[src/dsl_pkg.sv]
// package: constants and types for the serial load control block
package dsl_pkg;
  localparam int WORD_BITS = 24;
  localparam int DAC_BITS = 20;
  localparam int CNT_BITS = 5;
  localparam logic [19:0] DAC_RESET_CODE = 20'h0_0000;
  localparam logic [19:0] CLEAR_RESET_CODE = 20'h0_0000;
  localparam logic [19:0] TWOS_OFFSET = 20'h8_0000;
  typedef enum logic {DSL_CODE_BINARY, DSL_CODE_TWOS} dsl_coding_t;
endpackage : dsl_pkg

[src/dsl_sync_if.sv]
// interface: synchronised pin levels and edge pulses
`timescale 1ns/10ps
interface dsl_sync_if;
  logic sclkFall;
  logic sclkRise;
  logic frameActive;
  logic frameEnd;
  logic loadFall;
  logic loadLevel;
  logic dataIn;
  logic clearActive;
  modport producer (output sclkFall, sclkRise, frameActive, frameEnd,
    loadFall, loadLevel, dataIn, clearActive);
  modport consumer (input sclkFall, sclkRise, frameActive, frameEnd,
    loadFall, loadLevel, dataIn, clearActive);
endinterface : dsl_sync_if

[src/dsl_pin_sync.sv]
// module: two-stage synchronisers and edge detection for pins
`timescale 1ns/10ps
module dsl_pin_sync (
  input wire logic ref_clk,
  input wire logic rst,
  input wire logic sclkPin,
  input wire logic frameSelN,
  input wire logic loadN,
  input wire logic dataPin,
  input wire logic clearN,
  dsl_sync_if.producer sy
);
  logic [4:0] meta;
  logic [4:0] stable;
  logic [4:0] prev;
  logic [4:0] next_meta;
  logic [4:0] next_stable;
  logic [4:0] next_prev;

  // first stage feeds only the second stage
  always_comb begin
    next_meta = {clearN, dataPin, loadN, frameSelN, sclkPin};
    next_stable = meta;
    next_prev = stable;
  end

  always_ff @(posedge ref_clk or posedge rst) begin
    if (rst) begin
      meta <= 5'h1f;
      stable <= 5'h1f;
      prev <= 5'h1f;
    end else begin
      meta <= next_meta;
      stable <= next_stable;
      prev <= next_prev;
    end
  end

  // decoded levels from the stable stage only, edges from the stable and prev stages
  assign sy.sclkFall = prev[0] & ~stable[0];
  assign sy.sclkRise = ~prev[0] & stable[0];
  assign sy.frameActive = ~stable[1];
  assign sy.frameEnd = ~prev[1] & stable[1];
  assign sy.loadFall = prev[2] & ~stable[2];
  assign sy.loadLevel = stable[2];
  assign sy.dataIn = stable[3];
  assign sy.clearActive = ~stable[4];
endmodule : dsl_pin_sync

[src/dac_serial_load_control.sv]
// module: serial word capture, output load and clear for the DAC
// Summary of operation
// - reset low returns all state and output to power-up condition.
// - clear low loads clear value into DAC register and updates output.
// - clear value and output during clear follow current binary or twos coding.
// - load strobe held low: update output on frame select rising edge.
// - load strobe high during frame: update on next load strobe fall.
// - the serial input shift register is exactly 24 bits long.
// - data is sampled on each falling serial clock edge.
// - bits are accepted only while frame select is low.
// - serial output goes high impedance after frame select rises.
// - serial output bits change after rising serial clock edges.
`timescale 1ns/10ps
module dac_serial_load_control
  import dsl_pkg::*;
#(
  parameter int WORD_W = WORD_BITS,
  parameter int CODE_W = DAC_BITS
) (
  input wire logic ref_clk,
  input wire logic rst,
  input wire logic resetN,
  input wire logic sclk,
  input wire logic frameSelN,
  input wire logic serial_in,
  input wire logic output_load_strobe_n,
  input wire logic force_preset_n,
  input wire logic twosCoding,
  input wire logic clearWrite,
  input wire logic [CODE_W-1:0] clearValue,
  input wire logic inputWrite,
  input wire logic [CODE_W-1:0] inputValue,
  input wire logic [WORD_W-1:0] readbackWord,
  output logic [WORD_W-1:0] frameWord,
  output logic frameWordValid,
  output logic [CODE_W-1:0] inputReg,
  output logic [CODE_W-1:0] dacReg,
  output logic dacUpdate,
  output logic serial_out,
  output logic serialOutEn
);
  initial begin
    if (WORD_W != WORD_BITS || CODE_W != DAC_BITS || CODE_W > WORD_W)
      $error("unsupported word or code width");
  end

  dsl_sync_if sy ();
  logic anyRst;
  logic resetMeta;
  logic resetMid;
  logic resetSync;
  logic frameBusyPrev;
  logic [WORD_W-1:0] shiftReg;
  logic [WORD_W-1:0] outShift;
  logic [CNT_BITS-1:0] bitCount;
  logic [CODE_W-1:0] clearReg;
  logic pendingLoad;
  logic next_frameBusyPrev;
  logic [WORD_W-1:0] next_shiftReg;
  logic [WORD_W-1:0] next_outShift;
  logic [CNT_BITS-1:0] next_bitCount;
  logic [WORD_W-1:0] next_frameWord;
  logic next_frameWordValid;
  logic [CODE_W-1:0] next_inputReg;
  logic [CODE_W-1:0] next_dacReg;
  logic [CODE_W-1:0] next_clearReg;
  logic next_pendingLoad;
  logic next_dacUpdate;
  logic next_serial_out;
  logic next_serialOutEn;
  logic [CODE_W-1:0] clearCode;

  // reset pin synchronised; it also acts asynchronously with rst
  assign anyRst = rst | ~resetN;

  // hold lasts until the pin edge detectors have seen two real samples,
  // so a pin idling away from its reset level gives no false edge
  always_ff @(posedge ref_clk or posedge anyRst) begin
    if (anyRst) begin
      resetMeta <= 1'b1;
      resetMid <= 1'b1;
      resetSync <= 1'b1;
    end else begin
      resetMeta <= 1'b0;
      resetMid <= resetMeta;
      resetSync <= resetMid;
    end
  end

  dsl_pin_sync u_sync (
    .ref_clk(ref_clk),
    .rst(anyRst),
    .sclkPin(sclk),
    .frameSelN(frameSelN),
    .loadN(output_load_strobe_n),
    .dataPin(serial_in),
    .clearN(force_preset_n),
    .sy(sy.producer)
  );

  // clear value mapped into the coding in use
  always_comb begin
    clearCode = clearReg;
    if (twosCoding == DSL_CODE_TWOS)
      clearCode = clearReg ^ TWOS_OFFSET;
  end

  // shift, frame capture, load and clear next values
  always_comb begin
    next_frameBusyPrev = sy.frameActive;
    next_shiftReg = shiftReg;
    next_outShift = outShift;
    next_bitCount = bitCount;
    next_frameWord = frameWord;
    next_frameWordValid = 1'b0;
    next_inputReg = inputReg;
    next_dacReg = dacReg;
    next_clearReg = clearReg;
    next_pendingLoad = pendingLoad;
    next_dacUpdate = 1'b0;
    next_serial_out = serial_out;
    next_serialOutEn = serialOutEn;
    if (clearWrite)
      next_clearReg = clearValue;
    if (inputWrite) begin
      next_inputReg = inputValue;
      next_pendingLoad = 1'b1;
    end
    if (sy.frameActive && !frameBusyPrev) begin
      next_bitCount = '0;
      next_outShift = readbackWord;
    end
    if (sy.frameActive && sy.sclkFall) begin
      next_shiftReg = {shiftReg[WORD_W-2:0], sy.dataIn};
      if (bitCount != CNT_BITS'(WORD_W))
        next_bitCount = bitCount + CNT_BITS'(1);
    end
    if (sy.frameActive && sy.sclkRise) begin
      next_serialOutEn = 1'b1;
      next_serial_out = outShift[WORD_W-1];
      next_outShift = {outShift[WORD_W-2:0], 1'b0};
    end
    if (sy.frameEnd) begin
      next_serialOutEn = 1'b0;
      next_serial_out = 1'b0;
      next_frameWord = shiftReg;
      next_frameWordValid = 1'b1;
      next_inputReg = shiftReg[CODE_W-1:0];
      if (!sy.loadLevel) begin
        next_dacReg = shiftReg[CODE_W-1:0];
        next_dacUpdate = 1'b1;
        next_pendingLoad = 1'b0;
      end else
        next_pendingLoad = 1'b1;
    end
    if (sy.loadFall && !sy.frameEnd) begin
      next_dacReg = inputReg;
      next_dacUpdate = 1'b1;
      next_pendingLoad = 1'b0;
    end
    if (sy.clearActive) begin
      next_dacReg = clearCode;
      next_dacUpdate = 1'b1;
      next_pendingLoad = 1'b0;
    end
  end

  // every state returns to its power-up value under reset
  always_ff @(posedge ref_clk or posedge anyRst) begin
    if (anyRst) begin
      frameBusyPrev <= 1'b0;
      shiftReg <= '0;
      outShift <= '0;
      bitCount <= '0;
      frameWord <= '0;
      frameWordValid <= 1'b0;
      inputReg <= DAC_RESET_CODE;
      dacReg <= DAC_RESET_CODE;
      clearReg <= CLEAR_RESET_CODE;
      pendingLoad <= 1'b0;
      dacUpdate <= 1'b0;
      serial_out <= 1'b0;
      serialOutEn <= 1'b0;
    end else if (resetSync) begin
      frameBusyPrev <= 1'b1; // no frame starts until pin is seen high
      dacUpdate <= 1'b0;
    end else begin
      frameBusyPrev <= next_frameBusyPrev;
      shiftReg <= next_shiftReg;
      outShift <= next_outShift;
      bitCount <= next_bitCount;
      frameWord <= next_frameWord;
      frameWordValid <= next_frameWordValid;
      inputReg <= next_inputReg;
      dacReg <= next_dacReg;
      clearReg <= next_clearReg;
      pendingLoad <= next_pendingLoad;
      dacUpdate <= next_dacUpdate;
      serial_out <= next_serial_out;
      serialOutEn <= next_serialOutEn;
    end
  end
endmodule : dac_serial_load_control

[config.mk]
export PLATFORM = sky130hd
export DESIGN_NAME = dac_serial_load_control
export DESIGN_NICKNAME = d
export VERILOG_FILES = /design/src/dsl_pkg.sv /design/src/dsl_sync_if.sv /design/src/dsl_pin_sync.sv /design/src/dac_serial_load_control.sv
export SDC_FILE = /design/constraint.sdc
export NUM_CORES = 1
export LEC_CHECK = 0
export ABC_CLOCK_PERIOD_IN_PS = 20400
export BUFFER_PORTS_ARGS = -buffer_cell sky130_fd_sc_hd__buf_2
export CORE_MARGIN = 1.5
export CORE_UTILIZATION = 55
export CTS_CLUSTER_DIAMETER = 30
export CTS_CLUSTER_SIZE = 28
export DETAILED_ROUTE_END_ITERATION = 16
export PLACE_DENSITY_LB_ADDON = 0.3
export SLEW_MARGIN = 20
export SYNTH_ARGS = -nofsm -noshare
export SYNTH_HDL_FRONTEND = slang
export SYNTH_SLANG_ARGS = --single-unit
[constraint.sdc]
create_clock -name ref_clk -period 20.4 [get_ports ref_clk]
set_clock_uncertainty 0.1 [all_clocks]
set_input_delay 5.1 -clock ref_clk [delete_from_list [all_inputs] [get_ports ref_clk]]
set_output_delay 5.1 -clock ref_clk [all_outputs]
set_load 0.01 [all_outputs]
After elaboration in Yosys (flattened, before gate mapping)
Index checks and enable logic that the tools add are counted.
{"block": "classes", "eq_ne": 2, "n_mux": 20, "bitwise": 13, "n_reduce_logical": 16}
{"operator": "$mux 20", "count": 7}
{"operator": "$mux 24", "count": 2}
{"operator": "$reduce_and 2->1", "count": 6}
{"operator": "$mux 1", "count": 11}
{"operator": "$not 1->1", "count": 8}
{"operator": "$ne 3x3->1 const B", "count": 2}
{"operator": "$reduce_bool 2->1", "count": 3}
{"operator": "$and 1x1->1", "count": 4}
{"operator": "$logic_and 1x1->1", "count": 4}
{"operator": "$reduce_and 3->1", "count": 1}
{"operator": "$logic_not 1->1", "count": 2}
{"operator": "$or 1x1->1", "count": 1}
{"block": "totals", "ff_bits": 153, "in_bits": 75}

Longest topological paths before layout
{"block": "depth", "word_depth": 7, "depth_mapped": 8, "ltp_nobuf": 5}

Modules after synthesis
A second synthesis with hierarchy kept.
{"block": "hier_totals", "cells_unflattened": 519, "area_unflattened_um2": 6683.9}
{"mod": "dac_serial_load_control", "instances": 1, "cells_each": 499, "area_each_um2": 6303.5, "seq_area_each_um2": 3507.1}
{"mod": "dsl_pin_sync", "instances": 1, "cells_each": 20, "area_each_um2": 380.4, "seq_area_each_um2": 341.6}

Worst setup path after synthesis
Ideal clock, no wire load.
{"block": "synth_timing", "kind": "input -> register", "start": "input port clearWrite", "end": "register clearReg[0]", "t_arrival_ns": 5.774, "setup_slack_ns": 14.401, "path_stages": 3, "path_buffers": 1, "path_cell_list": "nor2b_1 -> buf_2 -> mux2_2"}
{"block": "synth_between", "elab_chain_len": 1}
{"item": "start: declaration", "line": "dac_serial_load_control.sv:29", "text": "input wire logic clearWrite,"}
{"item": "$reduce_and 2->1 (no line)"}
{"item": "end signal: assignment", "line": "dac_serial_load_control.sv:196", "text": "clearReg <= next_clearReg;"}
{"item": "end: declaration", "line": "dac_serial_load_control.sv:56", "text": "logic [CODE_W-1:0] clearReg;"}
No other way between the ends.
A chain may end at the register's enable or synchronous reset.

==> flow_metrics.py <==
metrics = {
    "sta": {
        "setup_viol": 0,
        "max_freq_mhz": 157.8,
        "final_max_slew_viol_count": 0,
        "slew_headroom_pct": 34.22,
        "finalHoldViolations": 0,
        "worstMarginPinSlew_ps": 986.7,
        "period_share_pct": 31.06,
        "setup_tns_ps": 0,
        "setup_ws_ps": 14060,
        "rsz0062_at_grt": "no",
        "finalCriticalPeriod_ps": 6336,
    },
    "cells_and_area": {
        "drive_above_1_share_pct": 40.45,
        "fillers": 804,
        "area_growth_pct": 21.03,
        "final_nets": 722,
        "insertedDiodeCount": 0,
    },
    "power": {
        "p_sw_uw": 199.3,
        "p_seq_share_pct": 48.1,
        "pwr-share-comb_pct": 12.8,
        "power_density_mw_per_mm2": 100.7,
        "ir_drop_uv": 66.17,
        "p_leak_uw": 0.003731,
        "p_int_uw": 572.0,
        "switching_share_pct": 25.84,
        "clockPowerShare_pct": 39.1,
    },
    "clock_tree": {
        "ctsResizeCount": 0,
        "tritoncts": "done",
        "clock_tree.root_cell": "clkbuf_16",
        "h-tree-depth": 4,
        "ctsHoldBuffers": 0,
        "clock-sinks": 153,
        "cts_made_buffers": 17,
        "clock_path_buffers": 2,
        "post_cts_buffers": 0,
        "cts.clk_slew.worst_paths_ps": 60,
        "clk_latency_ps": 410,
    },
    "synth": {
        "yosysSeqAreaShare_pct": 60.80,
        "synthTopCellsByCount": "137 x dfrtp_1, 67 x mux2_2, 45 x a21oi_1",
        "synth_edf_count": 0,
        "synth.most_common_cell": "dfrtp_1",
        "synth-async-reset-ratio_pct": 100.0,
        "yosysTopAreaCell": "dfrtp_1",
        "synth.area.top_cells": "dfrtp_1 54%, mux2_2 12%, mux2i_1 6.8%, dfstp_2 6.6%, a21oi_1 3.6%",
        "ys_ff_latch": 153,
        "synth_top_area_share_pct": 54.16,
        "yosysWarnings": 0,
        "synth_cells": 517,
        "syn_nets": 592,
        "syn-cell-area_sq_mm": 0.006330,
        "ys_types": 31,
        "synth-main-ff-cell": "dfrtp_1",
        "avgSynthCellArea_sq_um": 12.24,
    },
    "hold_path": {
        "hold_class": "reg2reg",
    },
    "setup_path": {
        "cp_max_fo": 87,
        "crit_required_ps": 20760,
        "worst_path_largest_cell_delay_ps": 690,
        "cp_top_family": "buffers and inverters",
        "worstPathCellList": "buf_2, nor2b_4, buf_4, buf_6",
        "cp_slowest_cell": "buf_6",
        "critPathKind": "in2async",
        "critPathArrivalTime_ps": 6690,
        "start_kind": "input port",
        "crit_path_end_kind": "async pin",
        "worst-path-buf-inv": 3,
    },
    "detailed_routing": {
        "avgRoutedWirePerCell_microns": 17.42,
        "wl_microns": 13940,
        "drtAntennaViolNets": 0,
        "viasPerCell": 5.570,
        "dr.pass1.iters": 6,
        "vias": 4456,
        "remaining_drc_errors": 0,
        "drt_iter0_drc": 335,
    },
    "place": {
        "dp_slack_ps": 13220,
        "gp_congestion": 0.8490,
        "io_buffers": 142,
        "dp_hpwl_microns": 9476,
    },
    "floorplanning": {
        "core_sq_mm": 0.01103,
        "start_util_pct": 57.38,
        "chipHeight_microns": 110.3,
        "die_w_microns": 110.3,
        "row_count": 38,
        "dieArea_sq_mm": 0.01216,
        "boundaryPins": 143,
    },
    "global_routing": {
        "grt_overflow_total": 0,
        "grt_pass1_vias": 4343,
        "antenna_found_initial": 0,
        "grt_use_total_pct": 24.14,
        "grt_pass1_wl_microns": 21920,
        "grt_start_max_net_pins": 88,
    },
    "job": {
        "maxCapViolCount": 0,
    },
    "status": {
        "run_status": "completed",
    },
}
-- routing by layer --
| layer | up-vias | wire [microns] | global-route usage (%) |
|---|---|---|---|
| met3 | 24 | 747 | 4.821 |
| met1 | 2185 | 6086 | 33.08 |
| met4 | 0 | 267 | 9.615 |
| met2 | 168 | 6836 | 38.10 |
| met5 | - | 0 | 0 |
| li1 | 2079 | - | - |
-- final timing paths --
kind / startpoint / endpoint / slack, ps / depth (start not counted)
hold / removal: u_sync.meta[1]$_DFF_PP1_ / u_sync.next_prev[1]$_DFF_PP1_ / 260 / 0
max in group ref_clk: clearWrite / clearReg[8]$_DFFE_PP0P_ / 14220 / 3
min in group asynchronous: resetN / outShift[3]$_DFFE_PP0P_ / 4890 / 3
hold reg to reg: u_sync.meta[1]$_DFF_PP1_ / u_sync.next_prev[1]$_DFF_PP1_ / 260 / 0
setup / recovery: rst / dacUpdate$_DFF_PP0_ / 14060 / 4
setup reg to reg: u_sync.next_prev[4]$_DFF_PP1_ / dacReg[4]$_DFFE_PP0P_ / 17730 / 5
-- area by class of cell --
type | instances | area (sq um) | area share, %
Sequential cell | 153 | 3849 | 50.24
Multi-Input combinational cell | 322 | 2285 | 29.82
Timing Repair Buffer | 148 | 759.5 | 9.913
Clock buffer | 21 | 450.4 | 5.879
Tap cell | 140 | 175.2 | 2.286
Clock inverter | 11 | 123.9 | 1.617
Inverter | 5 | 18.77 | 0.2450
-- through the flow --
step | util [%] | std cells | hold slack [ps] | power [uW] | instance area [sq um]
final | 69.45 | 800 | 256.1 | 771.4 | 7661
after global routing | 69.45 | 800 | 259.9 | 806.0 | 7661
after CTS | 69.42 | 800 | 256.6 | 777.3 | 7657
after detailed placement | 64.21 | 768 | 247.2 | 474.6 | 7083
after global placement | 64.17 | 768 | 245.5 | 468.9 | 7078
after floorplan | - | 517 | 245.2 | 431.7 | 6330
-- placed cells by master (no fill, tap or decap), types with 4 or more instances in the layout --
master and n:
clkbuf_16 17, buf_2 142, a21oi_1 45, dfrtp_1 137, a31oi_1 20, dfstp_2 16
nand3_1 40, buf_4 5, nor2_1 43, inv_1 4, mux2_2 67, o21ai_0 22
nand2_1 20, mux2i_1 43
-- state kept, by name (all words and copies together), names as in the netlist, 3 cells and up --
name,count
u_sync.meta,5
clearReg,20
inputReg,20
u_sync.prev,3
frameWord,24
dacReg,20
shiftReg,24
u_sync.next_prev,5
outShift,24
-- kinds of logic (layout without fill, tap and decap cells) --
family,Yosys count,after routing,synth area share [%]
XOR/XNOR,1,1,0.1384
AO/OA/AOI/OAI,93,93,8.085
multiplexers,111,111,18.90
flip-flops,153,153,60.80
AND/OR/NAND/NOR,116,116,8.559
other,1,1,0.05924
buffers and inverters,42,185,3.459
-- power groups by stage --
stage	registers [uW]	clock network, uW	logic (uW)
3_5_place_dp	376	0	99.0
3_3_place_gp	373	0	95.5
5_1_grt	376	320	110
4_1_cts	371	306	100
2_1_floorplan	375	0	57.1
6_report	371	301	98.6
(Power assumes the default switching activity.)
